<file path="config.mk">
export PLATFORM = sky130hd
export DESIGN_NAME = rcm_top
export DESIGN_NICKNAME = d
export VERILOG_FILES = /design/src/rtl/rcm_pkg.sv /design/src/rtl/rcm_top.sv
export SDC_FILE = /design/constraint.sdc
export NUM_CORES = 1
export LEC_CHECK = 0
export BUFFER_PORTS_ARGS = -buffer_cell sky130_fd_sc_hd__buf_2
export CORE_MARGIN = 2
export CORE_UTILIZATION = 64
export DETAILED_ROUTE_END_ITERATION = 6
export HOLD_SLACK_MARGIN = 0.05
export PLACE_DENSITY = 0.85
export REMOVE_ABC_BUFFERS = 1
export SYNTH_ARGS = -nofsm -noshare
export SYNTH_HDL_FRONTEND = slang
export SYNTH_SLANG_ARGS = --single-unit
</file>
<file path="constraint.sdc">
create_clock -name aclk -period 4.9 [get_ports aclk]
set_input_delay 0.245 -clock aclk [delete_from_list [all_inputs] [get_ports aclk]]
set_output_delay 0.245 -clock aclk [all_outputs]
set_load 0.05 [all_outputs]
</file>
<file path="src/rtl/rcm_pkg.sv">
// Package for the timekeeper compare and error measurement block.
// Assumes an AXI4-Lite master on a 40 MHz aclk; offsets are byte addresses.
package rcm_pkg;
   // Register byte offsets
   localparam logic [7:0] OFF_CTRL1   = 8'h00; // Counter 1 control
   localparam logic [7:0] OFF_CTRL2   = 8'h04; // Counter 2 control
   localparam logic [7:0] OFF_STATUS  = 8'h08; // Live status
   localparam logic [7:0] OFF_CMP     = 8'h0c; // Second-match compare (pending stage)
   localparam logic [7:0] OFF_MON1    = 8'h10; // Counter 1 monitor
   localparam logic [7:0] OFF_MON2    = 8'h14; // Counter 2 monitor
   localparam logic [7:0] OFF_SECONDS = 8'h18; // Seconds counter
   localparam logic [7:0] OFF_IRQ_ST  = 8'h1c; // Sticky event status
   localparam logic [7:0] OFF_IRQ_EN  = 8'h20; // Event enable
   localparam logic [7:0] OFF_IRQ_CLR = 8'h24; // Event clear, write-only
   localparam logic [7:0] OFF_ACTIVE  = 8'h28; // Active compare stage
   // Control 1 fields
   localparam int C1_ENABLE  = 0;
   localparam int C1_MEASURE = 1;
   localparam int C1_SRC     = 2; // 1: high-frequency source, 0: low-frequency
   // Control 2 fields
   localparam int C2_ENABLE  = 0;
   localparam int C2_MEASURE = 1;
   localparam int C2_REFSEL  = 2; // 0: external reference pin, 1: counter 1 tick
   localparam int C2_WIN_LO  = 3;
   localparam int C2_RESET   = 5; // Write 1: clear counters when both stopped
   // Status fields
   localparam int S_RUN1 = 0;
   localparam int S_RUN2 = 1;
   localparam int S_RDY1 = 2;
   localparam int S_RDY2 = 3;
   // Event bits
   localparam int EV_SECOND = 0;
   localparam int EV_DONE1  = 1;
   localparam int EV_DONE2  = 2;
   localparam int EV_W      = 3;
   // Widths and reset values
   localparam int CNT_W = 20;
   localparam logic [19:0] CMP_RESET = 20'hfffff;
   // AXI responses
   localparam logic [1:0] RESP_OKAY   = 2'b00;
   localparam logic [1:0] RESP_SLVERR = 2'b10;
   // Measurement window states
   typedef enum logic [1:0] {RCM_IDLE, RCM_ARMED, RCM_OPEN, RCM_DONE} rcm_win_e;
endpackage : rcm_pkg

</file>
<file path="src/rtl/rcm_top.sv">
// Timekeeper second-match compare and error measurement block.
// Assumes one-cycle source clock enables from dividers on aclk, and an
// asynchronous reference pulse pin that is synchronised here.
`timescale 1ns/1ps
module rcm_top #(
   parameter int HF_DIV = 40,   // aclk cycles per high-frequency source clock
   parameter int LF_DIV = 1221  // aclk cycles per low-frequency source clock
) (
   input  wire logic                   aclk,
   input  wire logic                   aresetn,
   input  wire logic [7:0]             s_axi_awaddr,
   input  wire logic                   s_axi_awvalid,
   output logic                        s_axi_awready,
   input  wire logic [31:0]            s_axi_wdata,
   input  wire logic [3:0]             s_axi_wstrb,
   input  wire logic                   s_axi_wvalid,
   output logic                        s_axi_wready,
   output logic [1:0]                  s_axi_bresp,
   output logic                        s_axi_bvalid,
   input  wire logic                   s_axi_bready,
   input  wire logic [7:0]             s_axi_araddr,
   input  wire logic                   s_axi_arvalid,
   output logic                        s_axi_arready,
   output logic [31:0]                 s_axi_rdata,
   output logic [1:0]                  s_axi_rresp,
   output logic                        s_axi_rvalid,
   input  wire logic                   s_axi_rready,
   input  wire logic                   reference_pulse_in,
   output logic                        irq
);
   import rcm_pkg::*;

   // Source clock dividers
   logic [15:0]      hf_div_reg;   // High-frequency divider
   logic [15:0]      lf_div_reg;   // Low-frequency divider
   wire              hf_tick = (hf_div_reg == 16'(HF_DIV - 1));
   wire              lf_tick = (lf_div_reg == 16'(LF_DIV - 1));

   // Registers
   logic [2:0]       ctrl1_reg;       // Counter 1 control
   logic [5:0]       ctrl2_reg;       // Counter 2 control, bit 5 one-shot reset
   logic [CNT_W-1:0] cmp_pend_reg;    // Written stage
   logic [CNT_W-1:0] cmp_act_reg;     // Active stage
   logic [CNT_W-1:0] cnt1_reg;        // Counter 1
   logic [CNT_W-1:0] cnt2_reg;        // Counter 2
   logic [7:0]       seconds_reg;     // Seconds counter
   logic             run1_reg;        // Counter 1 running flag
   logic             run2_reg;        // Counter 2 running flag
   logic [EV_W-1:0]  ev_reg;          // Sticky events
   logic [EV_W-1:0]  ev_en_reg;       // Event enables
   rcm_win_e         win1_reg;        // Counter 1 window state
   rcm_win_e         win2_reg;        // Counter 2 window state
   logic [3:0]       wcnt1_reg;       // Counter 1 window edge count
   logic [3:0]       wcnt2_reg;       // Counter 2 window edge count
   logic [2:0]       ref_sync_reg;    // Reference pin synchroniser
   logic             ref_lvl_reg;     // Filtered reference level
   logic             tick1_lvl_reg;   // Counter 1 second output level

   // Reference pin: third and second stage must agree before level changes
   always_ff @(posedge aclk) begin
      if (!aresetn) begin
         ref_sync_reg <= 3'h0;
         ref_lvl_reg  <= 1'b0;
      end else begin
         ref_sync_reg <= {ref_sync_reg[1:0], reference_pulse_in};
         if (ref_sync_reg[2] == ref_sync_reg[1])
            ref_lvl_reg <= ref_sync_reg[2];
      end
   end

   // Dividers free-run so source enables are regular
   always_ff @(posedge aclk) begin
      if (!aresetn) begin
         hf_div_reg <= 16'h0;
         lf_div_reg <= 16'h0;
      end else begin
         hf_div_reg <= hf_tick ? 16'h0 : hf_div_reg + 16'h1;
         lf_div_reg <= lf_tick ? 16'h0 : lf_div_reg + 16'h1;
      end
   end

   // Window width in reference periods: 00 pulse high time, 01 one, 10 four, 11 sixteen
   function automatic logic [3:0] rcm_win_len(input logic [1:0] sel);
      rcm_win_len = (sel == 2'b11) ? 4'hf : (sel == 2'b10) ? 4'h3 : 4'h0;
   endfunction : rcm_win_len

   // AXI write channel
   wire              aw_held = !s_axi_awready; // Address taken, ready flop low while held
   logic [7:0]       aw_addr_reg;
   wire              w_held  = !s_axi_wready;  // Data taken, ready flop low while held
   logic [31:0]      w_data_reg;
   logic [3:0]       w_strb_reg;
   wire              wr_go   = aw_held && w_held && !s_axi_bvalid;
   wire              wr_ctl1 = wr_go && (aw_addr_reg == OFF_CTRL1);
   wire              wr_ctl2 = wr_go && (aw_addr_reg == OFF_CTRL2);
   wire              wr_cmp  = wr_go && (aw_addr_reg == OFF_CMP);
   wire              wr_en   = wr_go && (aw_addr_reg == OFF_IRQ_EN);
   wire              wr_clr  = wr_go && (aw_addr_reg == OFF_IRQ_CLR);
   wire              wr_ok   = wr_ctl1 || wr_ctl2 || wr_cmp || wr_en || wr_clr;

   // Counter 1 source enable and match
   wire              src1    = ctrl1_reg[C1_SRC] ? hf_tick : lf_tick;
   wire              clk_mode1 = run1_reg && !ctrl1_reg[C1_MEASURE];
   wire              match1  = clk_mode1 && src1 && (cnt1_reg + 20'h1 == cmp_act_reg); // Last tick of a second
   wire              tk_stop = !run1_reg; // Timekeeper not running

   // Window sources
   wire              win_src2 = ctrl2_reg[C2_REFSEL] ? tick1_lvl_reg : ref_lvl_reg;
   logic             win_src2_d;
   logic             ref_lvl_d;
   wire              rise1 = ref_lvl_reg && !ref_lvl_d;
   wire              rise2 = win_src2 && !win_src2_d;

   // Compare pending stage, per byte lane
   logic [CNT_W-1:0] cmp_pend_next;
   always_comb begin
      cmp_pend_next = cmp_pend_reg;
      if (wr_cmp) begin
         if (w_strb_reg[0]) cmp_pend_next[7:0]   = w_data_reg[7:0];
         if (w_strb_reg[1]) cmp_pend_next[15:8]  = w_data_reg[15:8];
         if (w_strb_reg[2]) cmp_pend_next[19:16] = w_data_reg[19:16];
      end
   end

   // Compare stages: pending moves to active on match or when stopped
   always_ff @(posedge aclk) begin
      if (!aresetn) begin
         cmp_pend_reg <= CMP_RESET;
         cmp_act_reg  <= CMP_RESET;
      end else begin
         cmp_pend_reg <= cmp_pend_next;
         if (tk_stop)
            cmp_act_reg <= cmp_pend_next;
         else if (match1)
            cmp_act_reg <= cmp_pend_reg;  // old bytes stay where unwritten
      end
   end

   // Counter 1: clock mode wraps at match, measure mode counts inside window
   always_ff @(posedge aclk) begin
      if (!aresetn) begin
         cnt1_reg      <= '0;
         seconds_reg   <= 8'h0;
         tick1_lvl_reg <= 1'b0;
      end else begin
         if (ctrl2_reg[C2_RESET] && !run1_reg && !run2_reg)
            cnt1_reg <= '0;
         else if (match1)
            cnt1_reg <= '0;
         else if (run1_reg && src1 && (clk_mode1 || win1_reg == RCM_OPEN))
            cnt1_reg <= cnt1_reg + 20'h1;
         if (match1)
            seconds_reg <= seconds_reg + 8'h1;
         // 1 Hz output: rises at each match, falls at half count
         if (match1)
            tick1_lvl_reg <= 1'b1;
         else if (clk_mode1 && src1 && cnt1_reg == (cmp_act_reg >> 1))
            tick1_lvl_reg <= 1'b0;
      end
   end

   // Counter 2 always runs on the low-frequency source
   always_ff @(posedge aclk) begin
      if (!aresetn)
         cnt2_reg <= '0;
      else if (ctrl2_reg[C2_RESET] && !run1_reg && !run2_reg)
         cnt2_reg <= '0;
      else if (run2_reg && lf_tick && (!ctrl2_reg[C2_MEASURE] || win2_reg == RCM_OPEN))
         cnt2_reg <= cnt2_reg + 20'h1;
   end

   // Window machines; an edge skew of one source clock each side is accepted
   // since window edges are not aligned to the source enable
   always_ff @(posedge aclk) begin
      if (!aresetn) begin
         win1_reg <= RCM_IDLE;
         win2_reg <= RCM_IDLE;
         wcnt1_reg <= 4'h0;
         wcnt2_reg <= 4'h0;
         ref_lvl_d <= 1'b0;
         win_src2_d <= 1'b0;
      end else begin
         ref_lvl_d  <= ref_lvl_reg;
         win_src2_d <= win_src2;
         case (win1_reg)
            RCM_IDLE:  if (run1_reg && ctrl1_reg[C1_MEASURE]) win1_reg <= RCM_ARMED;
            RCM_ARMED: if (rise1) begin
               win1_reg  <= RCM_OPEN;
               wcnt1_reg <= rcm_win_len(ctrl2_reg[C2_WIN_LO+:2]);
            end
            RCM_OPEN:  if (rise1) begin
               if (wcnt1_reg == 4'h0) win1_reg <= RCM_DONE;
               else wcnt1_reg <= wcnt1_reg - 4'h1;
            end else if (!ref_lvl_reg && ctrl2_reg[C2_WIN_LO+:2] == 2'b00 && ref_lvl_d)
               win1_reg <= RCM_DONE;
            default:   if (!ctrl1_reg[C1_ENABLE]) win1_reg <= RCM_IDLE;
         endcase
         case (win2_reg)
            RCM_IDLE:  if (run2_reg && ctrl2_reg[C2_MEASURE]) win2_reg <= RCM_ARMED;
            RCM_ARMED: if (rise2) begin
               win2_reg  <= RCM_OPEN;
               wcnt2_reg <= rcm_win_len(ctrl2_reg[C2_WIN_LO+:2]);
            end
            RCM_OPEN:  if (rise2) begin
               if (wcnt2_reg == 4'h0) win2_reg <= RCM_DONE;
               else wcnt2_reg <= wcnt2_reg - 4'h1;
            end else if (!win_src2 && ctrl2_reg[C2_WIN_LO+:2] == 2'b00 && win_src2_d)
               win2_reg <= RCM_DONE;
            default:   if (!ctrl2_reg[C2_ENABLE]) win2_reg <= RCM_IDLE;
         endcase
      end
   end

   // Running flags follow enables, drop when a window closes
   always_ff @(posedge aclk) begin
      if (!aresetn) begin
         run1_reg <= 1'b0;
         run2_reg <= 1'b0;
      end else begin
         run1_reg <= ctrl1_reg[C1_ENABLE] && (win1_reg != RCM_DONE);
         run2_reg <= ctrl2_reg[C2_ENABLE] && (win2_reg != RCM_DONE);
      end
   end

   // Sticky events; a set in the clear cycle wins
   wire [EV_W-1:0] ev_set = {run2_reg && win2_reg == RCM_DONE,
                             run1_reg && win1_reg == RCM_DONE, match1};
   always_ff @(posedge aclk) begin
      if (!aresetn) begin
         ev_reg    <= '0;
         ev_en_reg <= '0;
         irq       <= 1'b0;
      end else begin
         ev_reg <= (ev_reg & ~(wr_clr ? w_data_reg[EV_W-1:0] : '0)) | ev_set;
         if (wr_en) ev_en_reg <= w_data_reg[EV_W-1:0];
         irq <= |(ev_reg & ev_en_reg);
      end
   end

   // Control registers and AXI write handshake
   always_ff @(posedge aclk) begin
      if (!aresetn) begin
         ctrl1_reg <= 3'h0;
         ctrl2_reg <= 6'h0;
         s_axi_awready <= 1'b1; // Ready flops keep the bus outputs registered
         s_axi_wready  <= 1'b1;
         aw_addr_reg <= 8'h0;
         w_data_reg  <= 32'h0;
         w_strb_reg  <= 4'h0;
         s_axi_bvalid <= 1'b0;
         s_axi_bresp  <= RESP_OKAY;
      end else begin
         if (s_axi_awvalid && s_axi_awready) begin
            s_axi_awready <= 1'b0;
            aw_addr_reg <= s_axi_awaddr;
         end
         if (s_axi_wvalid && s_axi_wready) begin
            s_axi_wready <= 1'b0;
            w_data_reg <= s_axi_wdata;
            w_strb_reg <= s_axi_wstrb;
         end
         ctrl2_reg[C2_RESET] <= 1'b0; // Counter reset is a one-shot
         if (wr_go) begin
            s_axi_awready <= 1'b1;
            s_axi_wready  <= 1'b1;
            s_axi_bvalid <= 1'b1;
            s_axi_bresp  <= wr_ok ? RESP_OKAY : RESP_SLVERR;
            if (wr_ctl1 && w_strb_reg[0]) ctrl1_reg <= w_data_reg[2:0];
            if (wr_ctl2 && w_strb_reg[0]) ctrl2_reg <= w_data_reg[5:0];
         end else if (s_axi_bvalid && s_axi_bready)
            s_axi_bvalid <= 1'b0;
      end
   end

   // Read decode
   wire [31:0] status_w = {28'h0, win2_reg == RCM_ARMED, win1_reg == RCM_ARMED, run2_reg, run1_reg};
   logic [31:0] rd_mux;
   logic        rd_hit;
   always_comb begin
      rd_hit = 1'b1;
      if (s_axi_araddr == OFF_CTRL1)        rd_mux = {29'h0, ctrl1_reg};
      else if (s_axi_araddr == OFF_CTRL2)   rd_mux = {27'h0, ctrl2_reg[4:0]}; // Reset bit reads zero
      else if (s_axi_araddr == OFF_STATUS)  rd_mux = status_w;
      else if (s_axi_araddr == OFF_CMP)     rd_mux = {12'h0, cmp_pend_reg};
      else if (s_axi_araddr == OFF_MON1)    rd_mux = {12'h0, cnt1_reg};
      else if (s_axi_araddr == OFF_MON2)    rd_mux = {12'h0, cnt2_reg};
      else if (s_axi_araddr == OFF_SECONDS) rd_mux = {24'h0, seconds_reg};
      else if (s_axi_araddr == OFF_IRQ_ST)  rd_mux = {29'h0, ev_reg};
      else if (s_axi_araddr == OFF_IRQ_EN)  rd_mux = {29'h0, ev_en_reg};
      else if (s_axi_araddr == OFF_ACTIVE)  rd_mux = {12'h0, cmp_act_reg};
      else begin
         rd_mux = 32'h0;
         rd_hit = 1'b0;
      end
   end

   // Read channel: one-cycle answer after address taken
   always_ff @(posedge aclk) begin
      if (!aresetn) begin
         s_axi_arready <= 1'b1;
         s_axi_rvalid  <= 1'b0;
         s_axi_rdata   <= 32'h0;
         s_axi_rresp   <= RESP_OKAY;
      end else if (s_axi_arvalid && s_axi_arready) begin
         s_axi_arready <= 1'b0; // One read at a time
         s_axi_rvalid  <= 1'b1;
         s_axi_rdata   <= rd_mux;
         s_axi_rresp   <= rd_hit ? RESP_OKAY : RESP_SLVERR;
      end else if (s_axi_rvalid && s_axi_rready) begin
         s_axi_arready <= 1'b1;
         s_axi_rvalid  <= 1'b0;
      end
   end
endmodule : rcm_top

</file>
# After elaboration in Yosys (flattened, before gate mapping)
# Cells that the tools add are included.
# totals
ff_bits,229
# op_classes
add_sub_neg,7
n_eq_ne,43
n_mux,63
n_bitwise,5
n_reduce_logical,78
# ops
op,count
$mux W20,13
$add A20 B1 Y20 const B,2
$logic_and A1 B1 Y1,36
$add A16 B1 Y16 const B,2
$eq A8 B5 Y1 const B,4
$eq A8 B6 Y1 const B,4
$mux W4,8
$mux W2,15
$eq A8 B4 Y1 const B,3
$eq A20 B19 Y1,1
$eq A20 B20 Y1,1
$mux W1,20
$ne A2 B2 Y1 const B,10
$eq A16 B11 Y1 const B,1
$eq A16 B6 Y1 const B,1
$eq A8 B3 Y1 const B,2
$logic_not A8 Y1,2
$mux W8,2
$pmux W4 S2,2
$eq A2 B2 Y1 const B,6
$ne A3 B2 Y1 const B,4
$pmux W2 S3,2
$logic_not A1 Y1,11
$reduce_and A5 Y1,2
20 further kinds,42

# Depth between registers and ports, before layout
# logic_depth
depth_word,12
ltp_mapped,12
mapped_depth_nobuf,10

# Least setup slack after synthesis
# No wires, ideal clock.
# synth_path
kind,register to register
start,register cnt1_reg[1]
end,register cmp_act_reg[0]
setup_time_ns,0.122
t_arrival_ns,2.931
setup_slack_ns,1.847
path_stages_with_launch,13
path_buffers,3
path_cell_list,dfxtp_1 -> ha_1 -> buf_4 -> nand3_4 -> nor4_4 -> nand3_1 -> a211oi_1 -> a211oi_1 -> or4_4 -> buf_6 -> and2_4 -> buf_6 -> a221o_1
# synth_via
elab_chain_len,4
# synth_rtl
element,line_no,source
"start, declared",rcm_top.sv:44,logic [CNT_W-1:0] cnt1_reg;
"start signal, assigned",rcm_top.sv:151,cnt1_reg <= cnt1_reg + 20'h1;
$add A20 B1 Y20,rcm_top.sv:104,wire match1 = clk_mode1 && src1 && (cnt1_reg + 20'h1 == cmp_act_reg);
$eq A20 B20 Y1,rcm_top.sv:104,
$logic_and A1 B1 Y1,rcm_top.sv:104,
$ne A2 B1 Y1 (no line),n/a,
"end signal, assigned",rcm_top.sv:133,cmp_act_reg <= cmp_pend_next;
"end signal, assigned",rcm_top.sv:135,cmp_act_reg <= cmp_pend_reg;
"end, declared",rcm_top.sv:43,logic [CNT_W-1:0] cmp_act_reg;
# No other way between the ends.
# A chain may end at the register's enable or synchronous reset.

# Worst setup path in the final report
# layout_path
start,register cnt1_reg[0]
end,register cnt1_reg[19]
# layout_via
elab_chain_len,4
# layout_rtl
element,line_no
$add A20 B1 Y20 (*),"rcm_top.sv:104, rcm_top.sv:151"
$eq A20 B20 Y1,rcm_top.sv:104
$logic_and A1 B1 Y1,rcm_top.sv:104
$reduce_or A3 Y1 (no line),n/a
# Every way passes the cells marked *; elsewhere a longest branch is shown, timed or not.

==> results.sh <==
export IMPL_outcome="finished with violations"
export IMPL_violations="design-rule violations"
export IMPL_port_buffers=74
export IMPL_routabilityCongestion=0.938
export IMPL_r2r_slack_ps=920
export IMPL_cp_start_kind="flop"
export IMPL_fin_crit_ps=3980
export IMPL_dieArea_sq_um=17800
export IMPL_synth_distinct_cells=74
export IMPL_start_util_pct=65.0
export IMPL_p_per_area_nw_per_um2=324
export IMPL_synth_flop_cell="dfxtp_1"
export IMPL_finalInstanceArea_sq_um=12100
export IMPL_p_int_uw=2940
export IMPL_syn_instance_count=1286
export IMPL_p_clk_share_pct=45.9
export IMPL_clkTransAtPathRegs_ps=60
export IMPL_required_ps=5330
export IMPL_track_usage_pct=30.8
export IMPL_power_switching_uw=971
export IMPL_drive_above_1_share_pct=10.8
export IMPL_ys_ff_latch=215
export IMPL_wl_per_cell_um=17.7
export IMPL_setup_violations_final=0
export IMPL_synthTopCellsByArea="dfxtp_1 (40%), nand2_1 (5.6%), nor2_1 (5.1%)"
export IMPL_power_leakage_uw=0.00460
export IMPL_tns_ps=0
export IMPL_drv_slew=0
export IMPL_fin_cells=1574
export IMPL_yosysTopAreaCell="dfxtp_1"
export IMPL_worstSetupPathType="reg2reg"
export IMPL_cts_buffer_depth=3
export IMPL_swShare_pct=24.8
export IMPL_grt_pass1_vias=9327
export IMPL_antenna_found_initial=1
export IMPL_synth_fa_ha_area_share_pct=1.87
export IMPL_grt_overflow_total=0
export IMPL_syn_area_sq_um=10700
export IMPL_die_w_um=133
export IMPL_max_freq_mhz=251
export IMPL_yosys_area_share_xor_xnor_pct=7.94
export IMPL_via_per_inst=6.19
export IMPL_critPathCaptureType="flop"
export IMPL_synth_top_family_by_area="simple AND/OR/NAND/NOR gates"
export IMPL_async_reset_ff_share_pct=0
export IMPL_die_y_um=133
export IMPL_max_slew_margin_pct=41.1
export IMPL_fillers=1229
export IMPL_hp_class="in2reg"
export IMPL_whs_ps=75.8
export IMPL_ant_nets=0
export IMPL_placed_cells=1496
export IMPL_grt_pass1_wl_um=45200
export IMPL_crit_path_top_delay_cell="a211oi_1"
export IMPL_area_growth_pct=12.8
export IMPL_cts_resized=0
export IMPL_grt_max_degree=62
export IMPL_cts_root_buf="clkbuf_16"
export IMPL_ys_warnings_count=0
export IMPL_io_pins=102
export IMPL_drc=1
export IMPL_clock_latency_ps=530
export IMPL_tightest_slew_ps=875
export IMPL_place_area_sq_um=10900
export IMPL_synth_compound_area_share_pct=15.7
export IMPL_fp_row_count=47
export IMPL_synthMuxAreaShare_pct=3.99
export IMPL_total_power_uw=3910
export IMPL_combPwrFrac_pct=7.7
export IMPL_routed_wl_um=27800
export IMPL_slowest_delay_ps=650
export IMPL_firstDrtPassIters=7
export IMPL_core_sq_um=16500
export IMPL_cts_tree="built"
export IMPL_synth_edf_count=0
export IMPL_hold_viol_final=0
export IMPL_rsz0062_at_grt="no"
export IMPL_period_share_pct=81.2
export IMPL_numCtsBuffers=23
export IMPL_seq_area_frac_synth_pct=40.2
export IMPL_max_vdd_ir_drop_uv=335
export IMPL_drv_cap=0
export IMPL_yosys_area_share_simple_pct=24.1
export IMPL_dp_hpwl_um=17900
export IMPL_vias=9736
export IMPL_netlist_area_leader_share_pct=40.2
export IMPL_cp_cell_sequence="ha_1 -> nand3_4 -> nor4_4 -> or4_1 -> nand4_1 -> a211oi_1 -> or4_4 -> nand3_1 -> nor2_1"
export IMPL_drt_initial_drc_count=1059
export IMPL_cp_data_arrival_time_ps=4410
export IMPL_avgSynthCellArea_sq_um=8.32
export IMPL_clock_sinks=215
export IMPL_skew_ps=12.3
export IMPL_power_frac_seq_pct=46.4
export IMPL_path_max_fanout=20
export IMPL_nNetsFinal=1412
export IMPL_htreeDepth=1
## worst max-delay path: cells and delay by family (launching register included)
kind	cells	cell delay, ps
DFF	1	530
and+or+nand+nor	7	2240
adders and majority gates	1	460
AOI/OAI and AO/OA	1	650
## cells by family (layout without fill, tap and decap cells)
| logic type | after synthesis | in the layout |
|---|---|---|
| DFF | 215 | 215 |
| and+or+nand+nor | 524 | 524 |
| other | 1 | 15 |
| buffers and inverters | 139 | 193 |
| AOI/OAI and AO/OA | 252 | 252 |
| adders and majority gates | 16 | 16 |
| muxes | 42 | 42 |
| xor gates and xnor gates | 97 | 97 |
## routing by layer
layer | wire length [um] | global-route usage [%] | up-vias
met3 | 2420 | 5.97 | 78
met2 | 13000 | 50.6 | 447
met1 | 11500 | 40.5 | 4591
li1 | - | - | 4620
met5 | 0 | 0 | -
met4 | 932 | 11.6 | 0
## power groups by stage
stage	Clock, uW	Combinational [uW]	Sequential (uW)
floorplan	0	159	1870
global placement	0	258	1850
detailed placement	0	265	1850
CTS	1800	290	1810
global route	1880	326	1820
finish	1800	302	1820
## metrics by stage
| stage | setup WS (ps) | util (%) |
|---|---|---|
| 2_1_floorplan | 65.9 | - |
| 3_3_place_gp | 1140 | 66.4 |
| 3_5_place_dp | 1010 | 66.4 |
| 4_1_cts | 989 | 73.3 |
| 5_1_grt | 688 | 73.3 |
| 6_report | 921 | 73.3 |
## cells in the mapped netlist (3+ instances only)
cell and instances:
dfxtp_1 215, nand2_1 159, nor2_1 145, a21oi_1 81, clkbuf_1 66, o21ai_0 57
xor2_1 56, nand3_1 53, xnor2_1 41, mux2i_1 37, inv_1 31, nand4_1 31
buf_4 26, a221o_1 21, and3_1 18, nor3_1 18, a22oi_1 16, ha_1 16
nor4_1 15, a221oi_1 14, and2_1 14, or3_1 14, a222oi_1 13, buf_2 9
nand2b_1 9, nor3b_1 8, a211oi_1 7, o22ai_1 7, mux2_2 5, nor2b_1 5
a31oi_1 4, buf_6 4, nand3b_1 4, o221a_2 4, or4_1 4, and4_1 3
o2111ai_1 3, o211ai_1 3, o32ai_1 3
## final timing paths
check	start	to	cells after the start
hold / removal	s_axi_awvalid	aw_addr_reg[1]	3
setup / recovery	cnt1_reg[0]	cnt1_reg[19]	9
hold reg to reg	w_data_reg[15]	w_data_reg[15]	2
setup reg to reg	cnt1_reg[0]	cnt1_reg[19]	9
## cell type report
| cell class | instances | area [sq um] | area share (%) |
|---|---|---|---|
| Tap cell | 220 | 275 | 2.28 |
| Multi-Input combinational cell | 945 | 5790 | 48.0 |
| Sequential cell | 215 | 4300 | 35.6 |
| Clock buffer | 34 | 667 | 5.52 |
| Clock inverter | 8 | 119 | 0.984 |
| Antenna cell | 1 | 2.50 | 0.0207 |
| Inverter | 32 | 120 | 0.995 |
| Timing Repair Buffer | 119 | 796 | 6.59 |
## cell usage in the layout, fill, tap and decap left out, drive strengths merged, types with 33 or more instances in the layout
cell type    instances
a21oi               81
buf                 84
clkbuf              34
dfxtp              215
dlygate4sd3         35
inv                 33
mux2i               37
nand2              160
nand3               54
nand4               33
nor2               145
o21ai               57
xnor2               41
xor2                56
## repair_timing
item / CTS / global route
endpoints found under the hold margin: 36 / 0
buffers inserted: 0 / 0
hold buffers: 35 / 0
Power figures use the tool's default switching activity.
